**src/inc/line_setup_params.svh**
```systemverilog
// Purpose: constants of the channel line setup block
// Assumes: one channel per instance, byte wide host port
// Notes:   types live in line_setup_pkg
`ifndef LINE_SETUP_PARAMS_SVH
`define LINE_SETUP_PARAMS_SVH
`define LS_OFF_A 8'h22
`define LS_OFF_B 8'h2a
`define FA_OFF_A 8'h23
`define FA_OFF_B 8'h2b
`define PTR_OFF_A 8'h00
`define PTR_OFF_B 8'h08
`define PTR_LS 2'h2
`define PTR_FA 2'h3
`define PTR_LAST 2'h3
`define MODE_HI 7
`define MODE_LO 6
`define RTS_AUTO_BIT 5
`define CTS_EN_BIT 4
`define STOP_HI 3
`define STOP_LO 0
`define EXT_STOP_BIT 1
`define STRIP_FLOW_BIT 7
`define STRIP_ADDR_BIT 6
`define FLOW_HI 3
`define FLOW_LO 2
`define FA_RW_MASK 8'hcf
`define LS_RESET 8'h00
`define FA_RESET 8'h00
`define SUB_PER_BIT 6'h10
`define SUB_MID 4'h8
`define STOP_BASE_LO 6'h09
`define STOP_BASE_HI 6'h11
`define STOP_FIVE_ADD 6'h08
`define XOFF_LEVEL 9'h0f0
`define XON_LEVEL 9'h080
`endif

```
**src/inc/line_setup_pkg.sv**
```systemverilog
// Purpose: shared types of the channel line setup block
// Assumes: encodings follow the mode field order
// Notes:   constants sit in line_setup_params.svh
package line_setup_pkg;
  // Channel mode field, order gives 0..3
  typedef enum logic [1:0] {
    MODE_NORMAL, MODE_ECHO, MODE_LOCAL, MODE_REMOTE
  } chan_mode_t;
  // Transmit engine states
  typedef enum logic [2:0] {
    TX_IDLE, TX_START, TX_DATA, TX_PARITY, TX_STOP
  } tx_state_t;
endpackage

```
**src/verilog/line_setup.sv**
```systemverilog
// Purpose: channel mode, flow control and stop length logic
// Assumes: ticks are one-cycle pulses at 16x (or 1x) rate
// Notes:   receiver core sits outside, fed by RX_LINE_O
`timescale 1ns/1ns
`include "line_setup_params.svh"

// Transmit queue, registered full flag
module tx_queue #(
  parameter int WIDTH = 8,
  parameter int DEPTH = 4
) (
  // Clock and reset
  input  wire logic             clk_i,
  input  wire logic             rst_n_i,
  // Filling side
  input  wire logic [WIDTH-1:0] in_data_i,
  input  wire logic             in_valid_i,
  output logic                  in_ready_o,
  // Draining side
  output logic [WIDTH-1:0]      out_data_o,
  output logic                  out_valid_o,
  input  wire logic             out_ready_i
);
  localparam int AW = $clog2(DEPTH);
  // Pointer wrap needs a power of two
  if (DEPTH < 2 || (DEPTH & (DEPTH - 1)) != 0) begin : g_bad
    $error("tx_queue depth must be a power of two");
  end
  logic [WIDTH-1:0] mem_q [DEPTH];   // Storage
  logic [AW-1:0]    wr_q;            // Write pointer
  logic [AW-1:0]    rd_q;            // Read pointer
  logic [AW:0]      cnt_q;           // Fill count
  logic             full_q;          // Registered full
  logic             push;            // Word taken
  logic             pop;             // Word given
  logic [AW:0]      cnt_d;           // Next count

  assign push        = in_valid_i && !full_q;
  assign pop         = out_valid_o && out_ready_i;
  assign cnt_d       = cnt_q + {{AW{1'b0}}, push} - {{AW{1'b0}}, pop};
  assign in_ready_o  = !full_q;
  assign out_valid_o = (cnt_q != '0);
  assign out_data_o  = mem_q[rd_q];

  // Storage write, no reset needed on data
  always_ff @(posedge clk_i) begin
    if (push) begin
      mem_q[wr_q] <= in_data_i;
    end
  end

  // Pointers and count
  always_ff @(posedge clk_i) begin
    if (!rst_n_i) begin
      wr_q   <= '0;
      rd_q   <= '0;
      cnt_q  <= '0;
      full_q <= 1'b0;
    end else begin
      wr_q   <= wr_q + AW'(push);
      rd_q   <= rd_q + AW'(pop);
      cnt_q  <= cnt_d;
      full_q <= (cnt_d == (AW+1)'(DEPTH));
    end
  end
endmodule // tx_queue

// One channel of mode, loop, flow and stop control
module line_setup #(
  parameter logic       IS_CHAN_B = 1'b0,  // Selects B offsets
  parameter int         TXQ_DEPTH = 4,     // Transmit queue words
  parameter logic [7:0] XON_CODE  = 8'h11, // Resume character
  parameter logic [7:0] XOFF_CODE = 8'h13  // Pause character
) (
  // Clock and reset
  input  wire logic       CLK_I,
  input  wire logic       RSTN_I,
  // Host register port
  input  wire logic [7:0] ADDR_I,
  input  wire logic [7:0] WDATA_I,
  input  wire logic       WR_I,
  input  wire logic       RD_I,
  output logic      [7:0] RDATA_O,
  // Host commands and format
  input  wire logic       TX_EN_I,
  input  wire logic       RTS_SET_I,
  input  wire logic       RTS_CLR_I,
  input  wire logic       SEND_XON_I,
  input  wire logic       SEND_XOFF_I,
  input  wire logic       ERR_RESET_I,
  input  wire logic       BLOCK_ERR_I,
  input  wire logic [1:0] BITS_I,
  input  wire logic       PAR_EN_I,
  input  wire logic       PAR_ODD_I,
  // Host transmit data
  input  wire logic [7:0] TXD_DATA_I,
  input  wire logic       TXD_VALID_I,
  output logic            TXD_READY_O,
  output logic            TX_RDY_O,
  output logic            TX_IDLE_O,
  // Baud ticks
  input  wire logic       TX_TICK_I,
  input  wire logic       RX_TICK_I,
  input  wire logic       TX_EXT1X_I,
  // Serial pins
  input  wire logic       RXD_I,
  output logic            TXD_O,
  input  wire logic       CTS_N_I,
  output logic            RTS_N_O,
  // Receiver core side
  output logic            RX_LINE_O,
  output logic            RX_TICK_O,
  input  wire logic [7:0] RXC_DATA_I,
  input  wire logic       RXC_VALID_I,
  input  wire logic [2:0] RXC_STAT_I,
  input  wire logic       RXC_FLOW_I,
  input  wire logic       RXC_XOFF_I,
  input  wire logic       RXC_ADDR_I,
  input  wire logic [8:0] RXQ_LEVEL_I,
  // Receive queue side
  output logic            RXQ_WR_O,
  output logic      [7:0] RXQ_DATA_O,
  output logic      [2:0] RXQ_STAT_O,
  output logic      [2:0] ERR_ACC_O,
  output logic            RECOG_O
);
  // Register state
  logic [7:0] mr2_q;        // Line setup register
  logic [7:0] mr3_q;        // Flow and address register
  logic [1:0] ptr_q;        // Legacy pointer
  // Transmit engine
  line_setup_pkg::tx_state_t st_q;
  logic [5:0] sub_q;        // Ticks within bit
  logic [2:0] bit_q;        // Data bit index
  logic [7:0] sh_q;         // Shift register
  logic       par_q;        // Running parity
  logic [1:0] send_q;       // Pending {xoff,xon}
  logic       hold_q;       // Paused by Xoff
  logic       xoff_sent_q;  // Auto rx paused partner
  logic       armed_q;      // Auto negation armed
  logic [5:0] rts_cnt_q;    // Bit time after empty
  logic [3:0] rx_ph_q;      // Receiver 1X phase
  logic       echo_q;       // Re-clocked received bit

  // Address decode
  logic [7:0] ls_off, fa_off, ptr_off;
  logic       ptr_hit, ls_hit, fa_hit;
  assign ls_off  = IS_CHAN_B ? `LS_OFF_B : `LS_OFF_A;
  assign fa_off  = IS_CHAN_B ? `FA_OFF_B : `FA_OFF_A;
  assign ptr_off = IS_CHAN_B ? `PTR_OFF_B : `PTR_OFF_A;
  assign ptr_hit = (ADDR_I == ptr_off);
  // Direct offsets and pointer stage both reach a register
  assign ls_hit  = (ADDR_I == ls_off)
                 || (ptr_hit && ptr_q == `PTR_LS);
  assign fa_hit  = (ADDR_I == fa_off)
                 || (ptr_hit && ptr_q == `PTR_FA);

  // Field decode
  line_setup_pkg::chan_mode_t mode;
  logic       is_echo, is_local, is_remote, resend;
  logic [1:0] flow_mode;
  assign mode      = line_setup_pkg::chan_mode_t'(
                       mr2_q[`MODE_HI:`MODE_LO]);
  assign is_echo   = (mode == line_setup_pkg::MODE_ECHO);
  assign is_local  = (mode == line_setup_pkg::MODE_LOCAL);
  assign is_remote = (mode == line_setup_pkg::MODE_REMOTE);
  assign resend    = is_echo || is_remote;
  assign flow_mode = mr3_q[`FLOW_HI:`FLOW_LO];

  // Stop length in ticks
  function automatic logic [5:0] stop_len(
    input logic       ext,
    input logic [3:0] code,
    input logic       five
  );
    logic [5:0] s;
    s = (code[3] ? `STOP_BASE_HI : `STOP_BASE_LO)
      + {2'h0, code};
    if (five && !code[3]) begin
      s = s + `STOP_FIVE_ADD;
    end
    if (ext) begin
      s = code[`EXT_STOP_BIT] ? 6'h02 : 6'h01;
    end
    return s;
  endfunction

  // Ticks per bit, 1 with an external 1X clock
  function automatic logic [5:0] bit_len(input logic ext);
    return ext ? 6'h01 : `SUB_PER_BIT;
  endfunction

  // Queue between host and engine
  logic [7:0] q_data;
  logic       q_valid, q_ready, q_push, q_pop;
  // No host path while resending; dropped words stay dropped
  assign q_push = TXD_VALID_I && TX_EN_I && !resend;
  tx_queue #(
    .WIDTH (8),
    .DEPTH (TXQ_DEPTH)
  ) u_txq (
    .clk_i       (CLK_I),
    .rst_n_i     (RSTN_I),
    .in_data_i   (TXD_DATA_I),
    .in_valid_i  (q_push),
    .in_ready_o  (q_ready),
    .out_data_o  (q_data),
    .out_valid_o (q_valid),
    .out_ready_i (q_pop)
  );

  // Engine decode
  logic [5:0] lim, blen;
  logic [2:0] last_bit;
  logic       bit_end, cts_ok, flow_go, data_go, start;
  logic       tx_bit, tx_done;
  logic [7:0] next_char;
  assign blen     = bit_len(TX_EXT1X_I);
  assign lim      = (st_q == line_setup_pkg::TX_STOP)
                  ? stop_len(TX_EXT1X_I, mr2_q[`STOP_HI:`STOP_LO],
                             BITS_I == 2'h0)
                  : blen;
  assign bit_end  = TX_TICK_I && (st_q != line_setup_pkg::TX_IDLE)
                  && (sub_q == lim - 6'h01);
  assign last_bit = {1'b0, BITS_I} + 3'h4;
  // Sampled only when idle, so mid-character edges are ignored
  assign cts_ok   = !mr2_q[`CTS_EN_BIT] || !CTS_N_I;
  assign flow_go  = (send_q != 2'h0);
  assign data_go  = q_valid && !hold_q && !resend;
  assign start    = (st_q == line_setup_pkg::TX_IDLE) && TX_TICK_I
                  && cts_ok && (flow_go || data_go);
  assign q_pop    = start && !flow_go;
  assign next_char = send_q[1] ? XOFF_CODE
                   : send_q[0] ? XON_CODE : q_data;
  assign tx_done  = (st_q == line_setup_pkg::TX_IDLE)
                  && !q_valid && !flow_go;

  // Line level of the engine, marking while idle
  always_comb begin
    unique case (st_q)
      line_setup_pkg::TX_IDLE:   tx_bit = 1'b1;
      line_setup_pkg::TX_START:  tx_bit = 1'b0;
      line_setup_pkg::TX_DATA:   tx_bit = sh_q[0];
      line_setup_pkg::TX_PARITY: tx_bit = par_q;
      line_setup_pkg::TX_STOP:   tx_bit = 1'b1;
      // Unused codes rest at mark
      default:                   tx_bit = 1'b1;
    endcase
  end

  // Transmit engine, stop state length from the setup field
  always_ff @(posedge CLK_I) begin
    if (!RSTN_I) begin
      st_q  <= line_setup_pkg::TX_IDLE;
      sub_q <= 6'h00;
      bit_q <= 3'h0;
      sh_q  <= 8'h00;
      par_q <= 1'b0;
    end else if (start) begin
      st_q  <= line_setup_pkg::TX_START;
      sub_q <= 6'h00;
      bit_q <= 3'h0;
      sh_q  <= next_char;
      par_q <= PAR_ODD_I;
    end else if (bit_end) begin
      sub_q <= 6'h00;
      unique case (st_q)
        line_setup_pkg::TX_START: st_q <= line_setup_pkg::TX_DATA;
        line_setup_pkg::TX_DATA: begin
          sh_q  <= sh_q >> 1;
          par_q <= par_q ^ sh_q[0];
          bit_q <= bit_q + 3'h1;
          if (bit_q == last_bit) begin
            st_q <= PAR_EN_I ? line_setup_pkg::TX_PARITY
                             : line_setup_pkg::TX_STOP;
          end
        end
        line_setup_pkg::TX_PARITY: st_q <= line_setup_pkg::TX_STOP;
        line_setup_pkg::TX_STOP:   st_q <= line_setup_pkg::TX_IDLE;
        line_setup_pkg::TX_IDLE:   st_q <= line_setup_pkg::TX_IDLE;
      endcase
    end else if (TX_TICK_I && st_q != line_setup_pkg::TX_IDLE) begin
      sub_q <= sub_q + 6'h01;
    end
  end

  // Flow characters and Xoff pause
  logic want_xoff, want_xon, host_ok;
  assign want_xoff = flow_mode[1] && !xoff_sent_q
                   && (RXQ_LEVEL_I >= `XOFF_LEVEL);
  assign want_xon  = flow_mode[1] && xoff_sent_q
                   && (RXQ_LEVEL_I <= `XON_LEVEL);
  assign host_ok   = (flow_mode == 2'h0);
  always_ff @(posedge CLK_I) begin
    if (!RSTN_I) begin
      send_q      <= 2'h0;
      hold_q      <= 1'b0;
      xoff_sent_q <= 1'b0;
    end else begin
      // A new request beats the clear of a started one
      send_q <= (start ? {1'b0, send_q[1] ? send_q[0] : 1'b0}
                       : send_q)
              | {want_xoff || (host_ok && SEND_XOFF_I),
                 want_xon || (host_ok && SEND_XON_I)};
      if (want_xoff) begin
        xoff_sent_q <= 1'b1;
      end else if (want_xon || !flow_mode[1]) begin
        xoff_sent_q <= 1'b0;
      end
      // Received flow characters gate new data characters
      if (!flow_mode[0]) begin
        hold_q <= 1'b0;
      end else if (RXC_VALID_I && RXC_FLOW_I) begin
        hold_q <= RXC_XOFF_I;
      end
    end
  end

  // Request-to-send: commands, plus negation after drain
  always_ff @(posedge CLK_I) begin
    if (!RSTN_I) begin
      RTS_N_O   <= 1'b1;
      armed_q   <= 1'b0;
      rts_cnt_q <= 6'h00;
    end else begin
      if (start) begin
        armed_q   <= mr2_q[`RTS_AUTO_BIT];
        rts_cnt_q <= 6'h00;
      end else if (!mr2_q[`RTS_AUTO_BIT]) begin
        armed_q <= 1'b0;
      end else if (armed_q && tx_done && TX_TICK_I) begin
        // One bit time after the last stop bit
        if (rts_cnt_q == blen - 6'h01) begin
          RTS_N_O <= 1'b1;
          armed_q <= 1'b0;
        end else begin
          rts_cnt_q <= rts_cnt_q + 6'h01;
        end
      end
      if (RTS_SET_I) begin
        RTS_N_O <= 1'b0;
      end else if (RTS_CLR_I) begin
        RTS_N_O <= 1'b1;
      end
    end
  end

  // Receiver 1X resample; a held break stays low until it ends
  always_ff @(posedge CLK_I) begin
    if (!RSTN_I) begin
      rx_ph_q <= 4'h0;
      echo_q  <= 1'b1;
    end else if (RX_TICK_I) begin
      rx_ph_q <= rx_ph_q + 4'h1;
      if (rx_ph_q == `SUB_MID) begin
        echo_q <= RXD_I;
      end
    end
  end

  // Pin and receiver-core muxing by mode
  always_ff @(posedge CLK_I) begin
    if (!RSTN_I) begin
      TXD_O     <= 1'b1;
      RX_LINE_O <= 1'b1;
      RX_TICK_O <= 1'b0;
    end else begin
      // Parity and stop bits go out exactly as received
      TXD_O <= is_local ? 1'b1
             : resend ? echo_q : tx_bit;
      // Core checks first stop centre only; line is fed as is
      RX_LINE_O <= is_local ? tx_bit : RXD_I;
      RX_TICK_O <= is_local ? TX_TICK_I : RX_TICK_I;
    end
  end

  // Receive delivery, stripping and error accumulation
  logic strip, deliver;
  logic [2:0] stat, acc_d;
  assign strip   = (RXC_FLOW_I && mr3_q[`STRIP_FLOW_BIT])
                 || (RXC_ADDR_I && mr3_q[`STRIP_ADDR_BIT]);
  assign deliver = RXC_VALID_I && !is_remote && !strip;
  assign stat    = is_remote ? 3'h0 : RXC_STAT_I;
  // Set wins over the reset command
  assign acc_d   = (ERR_RESET_I ? 3'h0 : ERR_ACC_O)
                 | ((RXC_VALID_I && BLOCK_ERR_I) ? stat : 3'h0);
  always_ff @(posedge CLK_I) begin
    if (!RSTN_I) begin
      RXQ_WR_O   <= 1'b0;
      RXQ_DATA_O <= 8'h00;
      RXQ_STAT_O <= 3'h0;
      ERR_ACC_O  <= 3'h0;
      RECOG_O    <= 1'b0;
    end else begin
      RXQ_WR_O   <= deliver;
      RXQ_DATA_O <= RXC_DATA_I;
      RXQ_STAT_O <= stat;
      // Stripped status survives only in the accumulator
      ERR_ACC_O  <= acc_d;
      // Recognition event unaffected by stripping
      RECOG_O    <= RXC_VALID_I && (RXC_FLOW_I || RXC_ADDR_I);
    end
  end

  // Status outputs; echo and remote loop clear TX_RDY_O and TX_IDLE_O, TXD_READY_O follows the queue
  always_ff @(posedge CLK_I) begin
    if (!RSTN_I) begin
      TX_RDY_O    <= 1'b0;
      TX_IDLE_O   <= 1'b0;
      TXD_READY_O <= 1'b0;
    end else begin
      TX_RDY_O    <= q_ready && TX_EN_I && !resend;
      TX_IDLE_O   <= tx_done && TX_EN_I && !resend;
      TXD_READY_O <= q_ready;
    end
  end

  // Register writes and legacy pointer stepping
  always_ff @(posedge CLK_I) begin
    if (!RSTN_I) begin
      mr2_q <= `LS_RESET;
      mr3_q <= `FA_RESET;
      ptr_q <= 2'h0;
    end else begin
      if (WR_I && ls_hit) begin
        mr2_q <= WDATA_I;
      end
      if (WR_I && fa_hit) begin
        mr3_q <= WDATA_I & `FA_RW_MASK;
      end
      // Saturates at the last stage
      if ((WR_I || RD_I) && ptr_hit && ptr_q != `PTR_LAST) begin
        ptr_q <= ptr_q + 2'h1;
      end
    end
  end

  // Read data, zero for unmapped offsets
  always_ff @(posedge CLK_I) begin
    if (!RSTN_I) begin
      RDATA_O <= 8'h00;
    end else if (RD_I) begin
      RDATA_O <= ls_hit ? mr2_q : fa_hit ? mr3_q : 8'h00;
    end
  end

  // Checks
  local_txd_a: assert property (
    @(posedge CLK_I) disable iff (!RSTN_I)
    is_local |=> TXD_O)
    else $error("local loop did not hold output high");
  remote_drop_a: assert property (
    @(posedge CLK_I) disable iff (!RSTN_I)
    (RXC_VALID_I && is_remote) |=> !RXQ_WR_O && RXQ_STAT_O == 3'h0)
    else $error("remote loop delivered a character");
  strip_flow_a: assert property (
    @(posedge CLK_I) disable iff (!RSTN_I)
    (RXC_VALID_I && RXC_FLOW_I && mr3_q[`STRIP_FLOW_BIT])
      |=> !RXQ_WR_O)
    else $error("stripped flow character was queued");
  cts_hold_a: assert property (
    @(posedge CLK_I) disable iff (!RSTN_I)
    (st_q == line_setup_pkg::TX_IDLE && mr2_q[`CTS_EN_BIT]
      && CTS_N_I) |=> st_q == line_setup_pkg::TX_IDLE)
    else $error("character started with clear-to-send high");
  echo_flags_a: assert property (
    @(posedge CLK_I) disable iff (!RSTN_I)
    is_echo |=> !TX_RDY_O && !TX_IDLE_O)
    else $error("ready flags active in echo mode");
  echo_path_a: assert property (
    @(posedge CLK_I) disable iff (!RSTN_I)
    is_echo |=> TXD_O == $past(echo_q))
    else $error("echo output not the re-clocked input");
  acc_sticky_a: assert property (
    @(posedge CLK_I) disable iff (!RSTN_I)
    !ERR_RESET_I |=> (ERR_ACC_O & $past(ERR_ACC_O))
                     == $past(ERR_ACC_O))
    else $error("accumulated error lost without reset");
  host_xoff_a: assert property (
    @(posedge CLK_I) disable iff (!RSTN_I)
    (flow_mode == 2'h1 && SEND_XOFF_I && !send_q[1])
      |=> !send_q[1])
    else $error("host Xoff taken with auto flow set");
endmodule // line_setup

```
**config.mk**
```make
export PLATFORM = sky130hd
export DESIGN_NAME = line_setup
export DESIGN_NICKNAME = d
export VERILOG_FILES = /design/src/inc/line_setup_pkg.sv /design/src/verilog/line_setup.sv
export VERILOG_INCLUDE_DIRS = /design/src /design/src/inc
export SDC_FILE = /design/constraint.sdc
export NUM_CORES = 1
export LEC_CHECK = 0
export ABC_AREA = 0
export BUFFER_PORTS_ARGS = -buffer_cell sky130_fd_sc_hd__buf_2
export CELL_PAD_IN_SITES_DETAIL_PLACEMENT = 0
export CELL_PAD_IN_SITES_GLOBAL_PLACEMENT = 1
export CORE_MARGIN = 2
export CORE_UTILIZATION = 45
export DETAILED_ROUTE_END_ITERATION = 8
export GPL_TIMING_DRIVEN = 0
export PLACE_DENSITY = 0.89
export SETUP_SLACK_MARGIN = 0.1
export SYNTH_ARGS = -nofsm -noshare
export SYNTH_HDL_FRONTEND = slang
export SYNTH_SLANG_ARGS = --single-unit
```
**constraint.sdc**
```tcl
create_clock -name CLK_I -period 8.3 [get_ports CLK_I]
set_input_delay 0 -clock CLK_I [delete_from_list [all_inputs] [get_ports CLK_I]]
set_output_delay 0 -clock CLK_I [all_outputs]
set_load 0.02 [all_outputs]
```
Word level (Yosys, flattened, before mapping):

Memory sizes are Yosys's and may differ from the RTL's. A register that Yosys moved wholly into a read port is not among the register bits.
Index checks and enable logic that the tools add are counted.

* flip-flop bits (word level): 92
* latch bits: 0
* bits in writable memories: 32
* ROM bits: 0
* input port bits: 69
* output and inout port bits: 31
* logic and storage cells: 211
* memories kept: 1

Memories
* u_txq.mem_q: words 4, width 8, read ports 1, clocked after memory_dff 1, wr ports 1, line line_setup.sv:29 `logic [WIDTH-1:0] mem_q [DEPTH];`

* add/sub/neg operators: 14
* $mul: 0
* divide/modulo/power cells: 0
* order comparisons: 2
* eq/ne operators: 22
* shift operators: 0
* mux-type cells: 45
* bitwise operators: 5
* reduce and logical (&&, ||, !) cells: 89

Operators with widths (number)
* $mux 8: 7
* $logic_and 1x1->1: 40
* $mux 1: 23
* $mux 6: 3
* $eq 8x6->1 const B: 2
* $mux 3: 5
* $reduce_bool 3->1: 5
* $reduce_and 2->1: 7
* $add 6x1->6 const B: 2
* $eq 6x6->1: 2
* $logic_not 1->1: 12
* $pmux 3 s4: 1
* $logic_or 1x1->1: 11
* $mux 5: 2
* $ge 9x8->1 const B: 1
* $le 9x8->1 const B: 1
* $eq 2x2->1 const B: 4
* $logic_not 8->1: 1
* $reduce_bool 2->1: 4
* $add 5x4->6: 1
* $add 6x4->6 const B: 1
* $eq 3x2->1 const B: 2
* $eq 3x3->1 const B: 2
* $mux 2: 3
* 27 further kinds: 35

Longest topological paths before layout:

Gate-level depths: netlist of the first run.

* word-level depth: 11
* mapped depth: 14
* gate-level depth less buffers: 12

Cells and area by module:

Synthesis of the first run repeated with hierarchy kept, for this count alone.

* cell total of the unflattened synthesis: 528
* area total of the unflattened synthesis: 5544.1 µm²

Modules (own cells, without submodules)
* line_setup: instances 1, cells an instance 447, area an instance 3982.6 µm², sequential area each 1681.6 µm²
* tx_queue: instances 1, cells an instance 81, area an instance 1561.5 µm², sequential area each 1121.1 µm²

Worst setup path after synthesis of the first run:

Ideal clock, no wire load.

* kind: reg-to-reg
* from: register st_q[0]
* to: register u_txq.full_q
* library setup time: 0.080 ns
* arrival time: 3.158 ns
* data required time: 8.220 ns
* setup slack: 5.062 ns
* cell stages (with the launch flop): 15
* path buffers: 2
* period minus slack after synthesis: 3.238 ns
* path through: dfxtp_1 > clkbuf_1 > or3_1 > clkbuf_1 > a211o_1 > or3_1 > nor2_1 > ha_1 > inv_1 > ha_1 > fa_1 > xnor2_1 > xnor2_1 > and2_1 > nor3b_1

* cells in the longest elaborated chain, start to end: 8

Ends and longest elaborated chain
* from (decl): line line_setup.sv:132 `line_setup_pkg::tx_state_t st_q;`
* from (signal assigned): line line_setup.sv:254 `st_q <= line_setup_pkg::TX_IDLE;`
* from (signal assigned): line line_setup.sv:260 `st_q <= line_setup_pkg::TX_START;`
* from (signal assigned): line line_setup.sv:268 `line_setup_pkg::TX_START: st_q <= line_setup_pkg::TX_DATA;`
* $logic_not 3->1: line line_setup.sv:230 `assign start = (st_q == line_setup_pkg::TX_IDLE) && TX_TICK_I`
* $logic_and 1x1->1: line line_setup.sv:230
* $logic_and 1x1->1 (2 in series): line line_setup.sv:231 `&& cts_ok && (flow_go || data_go);`
* $logic_and 1x1->1: line line_setup.sv:232 `assign q_pop = start && !flow_go;`
* $logic_and 1x1->1: line line_setup.sv:39 `assign pop = out_valid_o && out_ready_i;`
* $sub 3x1->3: line line_setup.sv:40 `assign cnt_d = cnt_q + {{AW{1'b0}}, push} - {{AW{1'b0}}, pop};`
* $eq 3x3->1: line line_setup.sv:63 `full_q <= (cnt_d == (AW+1)'(DEPTH));`
* to (signal assigned): line line_setup.sv:63
* to (decl): line line_setup.sv:33 `logic full_q;`

Every way passes these cells.
A chain may end at the register's enable or synchronous reset.

Worst setup path after layout of the first run:

Ends and elaborated chain as after synthesis.

==> flow_summary.toml, run 1 <==
[floorplanning]
die_w_um = 114.0
die_area_um2 = 12990
coreArea_um2 = 11910
start_util_pct = 45.69
design.portCount = 100
rows = 40
die_h_um = 114.0

[worst_setup_path]
crit_type = "register to register"
cp-startpoint = "st_q[0]"
rr_startpoint = "st_q[0]"
critPathSlowestCell = "or3_1"
endpoint_kind = "register"
critical-path-max-stage-delay_ps = 420
cp.required_ps = 8630
crit_chain = "clkbuf_1 > or3_1 > clkbuf_1 > a211o_1 > or3_1 > nor2_1 > ha_1 > inv_1 > ha_1 > fa_1 > xnor2_1 > xnor2_1 > and2_1 > nor3b_1"
arrival_ps = 4040
cp_top_family = "simple AND/OR/NAND/NOR gates"
crit_buf_inv = 3
critical_path_depth = 14
reg2reg_depth = 14
crit_fanout = 10
setup.worst_path.start_class = "register"

[sta]
slew_headroom_pct = 15.62
fin_crit_ps = 3711
fin_setup_tns_ps = 0
grt_setup_unrepaired = "false"
worstMarginPinSlew_ps = 1263
finalSetupViolations = 0
fmax_mhz = 269.4
finalClockSkew_ps = 5.755
hold_violations = 0
setup_ws_ps = 4589
fin_crit_sh_pct = 44.71
drv_slew = 0

[global_route]
grt_first_pass_wirelength_mm = 21.71
antenna_found_initial = 0
grt_overflow_total = 0
grt_pass1_vias = 4551
grt_max_degree = 17
grt_usage_pct = 21.63

[synthesis]
async_flop_share_pct = 0
synth.distinct_cells = 59
synth_ff_type = "dfxtp_1"
synth_top_area_share_pct = 33.84
syn_nets = 610
synthMostInstantiatedCell = "dfxtp_1"
synth-compound-area-share_pct = 9.563
synth_area_leaders = "dfxtp_1 34%, edfxtp_1 18%, nor2_1 4.3%"
yosys.area_share.simple_pct = 20.37
ys_warn_count = 0
yosysSeqAreaShare_pct = 51.49
yosys-top-cells-count = "92 x dfxtp_1, 62 x nor2_1, 40 x nand2_1, 32 x edfxtp_1, 27 x a21oi_1"
synthMuxAreaShare_pct = 6.644
synthCells = 525
synthesis.area_um2 = 5443
synth_fa_ha_area_share_pct = 3.816
ys_ff_latch = 124
synth_top_area_cell = "dfxtp_1"
synth_edf_count = 32
avgSynthCellArea_um2 = 10.37
synth_top_family_by_area = "simple AND/OR/NAND/NOR gates"
synthXorXnorAreaFrac_pct = 5.402

[worst_hold_path]
hold_start = "WR_I"
hold_depth = 5
hp-class = "input port to register"

[run_status]
status = "completed"

[layout]
final_cells = 849
drive_gt1_share_pct = 19.66
nets = 774
n_fill_cell = 1030
antennaDiodeCount = 0
utilization_pct = 59.73
final_area_um2 = 7114
syn2layout_area_growth_pct = 30.71

[clock_tree]
ctsHtreeMaxLevel = 4
worstSkewPairLatency_ps = 410
clock_path_buffers = 2
cts_tree = "done"
clock-root-buffer = "clkbuf_16"
cts_sinks = 124
post-cts-setup-buffers = 0
clk_pin_slew_ps = 50
numCtsBuffers = 17

[detailed_routing]
wl_mm = 13.19
vias = 4517
firstDrtPassIters = 4
drtAntennaViolNets = 0
avgRoutedWirePerCell_um = 15.54
drc_errors = 0
met1_length_mm = 5.711
drt_iter0_drc = 225
wl_met3_um = 439
highest_layer = "met4"
wl_met2_mm = 6.799
vias_per_cell = 5.320

[power_and_ir_drop]
powerDensity_nw_per_um2 = 216.4
vdd_drop_max_mv = 0.1887
power.leakage_nw = 2.873

[placed_design]
pre_cts_slack_ps = 4592
gp_congestion = 0.8569
post-place-cells = 767
hpwl_mm = 9.150
dpl_cell_area_um2 = 6102
port_buffers = 95

[job]
cap_violations = 0
-- metrics by stage --
stage | hold WS [ps] | power (W)
finish | 55.52 | 0.001540
detailed placement | 209.2 | 0.0008968
floorplan | 98.87 | 0.0008285
CTS | 41.17 | 0.001554
global route | 89.04 | 0.001612
global placement | 197.2 | 0.0008884
-- cells by family (layout without fill, tap and decap cells) --
| family | count (synthesis) | in the layout |
|---|---|---|
| simple gates | 212 | 212 |
| flops | 124 | 124 |
| compound gates | 76 | 76 |
| buf+inv | 39 | 216 |
| xor+xnor | 32 | 32 |
| mux | 26 | 26 |
| fa+ha+maj | 16 | 16 |
-- tightest hold or removal path, delay by kind of cell --
family	cells	cell delay [ps]
AND/OR/NAND/NOR	3	250
buffers and inverters	1	110
AO/OA/AOI/OAI	1	50
-- metal layers --
layer,vias to the layer above,global-route usage [%]
met1,2155,25.12
met4,0,8.618
li1,2239,-
met3,21,4.835
met2,102,38.65
met5,-,0
-- placed cells by master, fill, tap and decap left out, types with 12 or more instances in the layout --
cell	n
dfxtp_1	92
a21oi_1	27
clkbuf_16	17
and2_1	16
edfxtp_1	32
xnor2_1	16
nand3_1	21
ha_1	15
xor2_1	15
inv_1	12
nand2_1	40
mux2i_1	17
clkbuf_1	26
buf_2	96
dlygate4sd3_1	50
nor2_1	62
-- state kept, by name (all words and copies together), names as in the netlist, 2 cells and up --
| signal | flops |
|---|---|
| sub_q | 6 |
| ptr_q | 2 |
| u_txq.mem_q | 32 |
| u_txq.rd_q | 2 |
| u_txq.wr_q | 2 |
| sh_q | 8 |
| send_q | 2 |
| ERR_ACC_O | 3 |
| RXQ_DATA_O | 8 |
| st_q | 3 |
| rx_ph_q | 4 |
| u_txq.cnt_q | 3 |
| bit_q | 3 |
| RXQ_STAT_O | 3 |
| mr3_q | 6 |
| mr2_q | 8 |
| RDATA_O | 8 |
| rts_cnt_q | 6 |
-- path summary, 6_finish.rpt --
check / endpoint / slack, ps
max: u_txq.full_q / 4590
min: ptr_q[1] / 60
min reg2reg: TXD_READY_O / 450
max reg2reg: u_txq.full_q / 4590
-- area by class of cell --
cell class	count	area, um^2	share of cell area, %
clock buffers	19	432.9	6.085
well taps	147	183.9	2.585
plain buffers	27	102.6	1.442
repair buffers	145	975.9	13.72
multi-input cells	362	2492	35.03
flip-flops and latches	124	2803	39.40
clock inverters	13	78.83	1.108
inverters	12	45.04	0.6331
-- what timing repair did --
item / in CTS / in global routing
gates resized for setup: 0 / 0
endpoints found under the hold margin: 80 / 0
hold buffers: 50 / 0
-- power by group --
group / internal, W / switching, W / leakage [nW] / total, W
Sequential: 0.000660 / 0.0000198 / 1.04 / 0.000680
Clock: 0.000375 / 0.000263 / 0.239 / 0.000638
Combinational: 0.000102 / 0.000119 / 1.59 / 0.000222
Total: 0.00114 / 0.000402 / 2.87 / 0.00154
No activity file was read; power rests on OpenSTA's default activity.
==> run 2, diff against run 1 <==
Settings changed: CORE_UTILIZATION 45 to 39, PLACE_DENSITY 0.89 to 0.82.
Clock period 8.3 ns to 3.2 ns, I/O delays scaled along.
==> flow_summary.toml, run 2 (synthesized netlist as in run 1, its figures left out) <==
[global_route]
antenna_found_initial = 0
grt_first_pass_wirelength_mm = 21.96
grt_max_degree = 17
grt_overflow_total = 0
grt_pass1_vias = 4564
grt_usage_pct = 19.31

[sta]
hold_slack_ps = 18.71
fin_crit_sh_pct = 100.2
worstMarginPinSlew_ps = 1244
fmax_mhz = 311.9
grt_setup_unrepaired = "true"
slew_headroom_pct = 15.94
finalSetupViolations = 2
drv_slew = 0
finalClockSkew_ps = 14.47
hold_violations = 0
setup_ws_ps = -6.248
fin_crit_ps = 3206

[placed_design]
port_buffers = 95
gp_congestion = 0.8406
pre_cts_slack_ps = -353.0
hpwl_mm = 9.374
dpl_cell_area_um2 = 6165

[clock_tree]
numCtsBuffers = 17
cts_sinks = 124
clock-root-buffer = "clkbuf_16"
ctsHtreeMaxLevel = 4
cts_tree = "done"
clock_path_buffers = 2
worstSkewPairLatency_ps = 410
clk_pin_slew_ps = 60

[worst_setup_path]
r2r_slack_ps = -6
cp.required_ps = 3500
reg2reg_depth = 14
crit_fanout = 4
endpoint_kind = "register"
rr_startpoint = "st_q[0]"
reg2reg_to = "u_txq.full_q"
crit_type = "register to register"
setup.worst_path.start_class = "register"
arrival_ps = 3510

[power_and_ir_drop]
power_w = 0.004446
powerDensity_nw_per_um2 = 575.5
vdd_drop_max_mv = 0.4478
power.leakage_nw = 3.116

[worst_hold_path]
hold_depth = 3
hold_end = "rx_ph_q[0]"
hp-class = "input port to register"
hold_start = "RX_TICK_I"

[floorplanning]
coreArea_um2 = 13770
die_area_um2 = 14920
design.portCount = 100
die_h_um = 122.1
start_util_pct = 39.52
die_w_um = 122.1
rows = 43

[layout]
nets = 797
multi_input_area_um2 = 2705
antennaDiodeCount = 0
final-seq-area_um2 = 2814
final_common_cell = "buf_2"
largest_reg_flops = 32
regMostFlops = "u_txq.mem_q"
final_area_um2 = 7725
drive_gt1_share_pct = 28.04
n_fill_cell = 1203
final_cell_mix = "95 x buf_2, 87 x dfxtp_1, 60 x nor2_1"
utilization_pct = 56.09
syn2layout_area_growth_pct = 41.93

[detailed_routing]
drc_errors = 0
firstDrtPassIters = 5
avgRoutedWirePerCell_um = 15.63
drt_iter0_drc = 258
wl_mm = 14.13
drtAntennaViolNets = 0
vias = 4593
vias_per_cell = 5.081

[job]
cap_violations = 0

[run_status]
failed_checks = "setup timing"
status = "complete, but fails checks"
-- run 2: cell types whose count changed in the layout (fill, tap and decap cells not counted), moves of 4 or more --
cell	previous run	this run
clkbuf_8	0	4
ha_4	0	4
ha_1	15	9
clkinv_2	5	1
buf_4	0	21
buf_6	0	4
clkinvlp_4	5	1
dfxtp_1	92	87
-- run 2: per-stage QoR --
step / instances / TNS, ps
6_report: 904 / -8.355
5_1_grt: 904 / -434.3
4_1_cts: 888 / -37.45
3_5_place_dp: 800 / -2613
3_3_place_gp: 800 / -1785
2_1_floorplan: 525 / 0
-- run 2: worst max path at each step --
stage                     startpoint            to  slack (ps)
after detailed placement     st_q[0]  u_txq.full_q        -350
after global placement       st_q[0]  u_txq.full_q        -280
after global routing        mr2_q[0]       st_q[0]        -120
final                        st_q[0]  u_txq.full_q          -6
after floorplan              st_q[0]  u_txq.full_q          40
after CTS                   mr2_q[1]      bit_q[2]         -40
-- run 2: timing repair --
item | in CTS | in global routing
pin swaps | 14 | 23
hold endpoints to repair | 75 | 0
cloned | 0 | 1
hold buffers | 49 | 0
buffers inserted | 8 | 15
setup endpoints to repair | 24 | 31
resized for setup | 31 | 35
-- run 2: final cells by class --
| class | instances | area share [%] |
|---|---|---|
| multi-input combinational | 362 | 35.02 |
| clock buffer | 27 | 7.062 |
| tap | 180 | 2.915 |
| clock inverter | 4 | 0.9394 |
| sequential | 124 | 36.43 |
| inverter | 12 | 0.5831 |
| timing repair buffer | 168 | 15.10 |
| buffer | 27 | 1.960 |
-- run 2: metal layers --
| metal | up-vias | routed length (um) | GRT usage, % |
|---|---|---|---|
| li1 | 2268 | - | - |
| met1 | 2226 | 6108 | 22.29 |
| met2 | 81 | 7341 | 34.43 |
| met3 | 18 | 431 | 4.822 |
| met4 | 0 | 250 | 7.184 |
| met5 | - | 0 | 0 |
-- run 2: where the power goes --
part / leakage, nW / switching (W) / total (W) / internal (W)
clock: 0.300 / 0.000659 / 0.00198 / 0.00132
sequential: 1.05 / 0.0000524 / 0.00176 / 0.00171
combinational: 1.77 / 0.000356 / 0.000705 / 0.000348
-- run 2: worst max-delay path, stage by stage, from the launching register on --
cell	delay (ps)
dfxtp_2	330
buf_8	120
or3_4	390
buf_8	130
a211o_1	290
or3_4	420
nor2_4	160
ha_4	140
inv_2	40
ha_4	140
fa_2	360
xnor2_2	150
xnor2_1	120
and2_1	170
nor3b_2	150
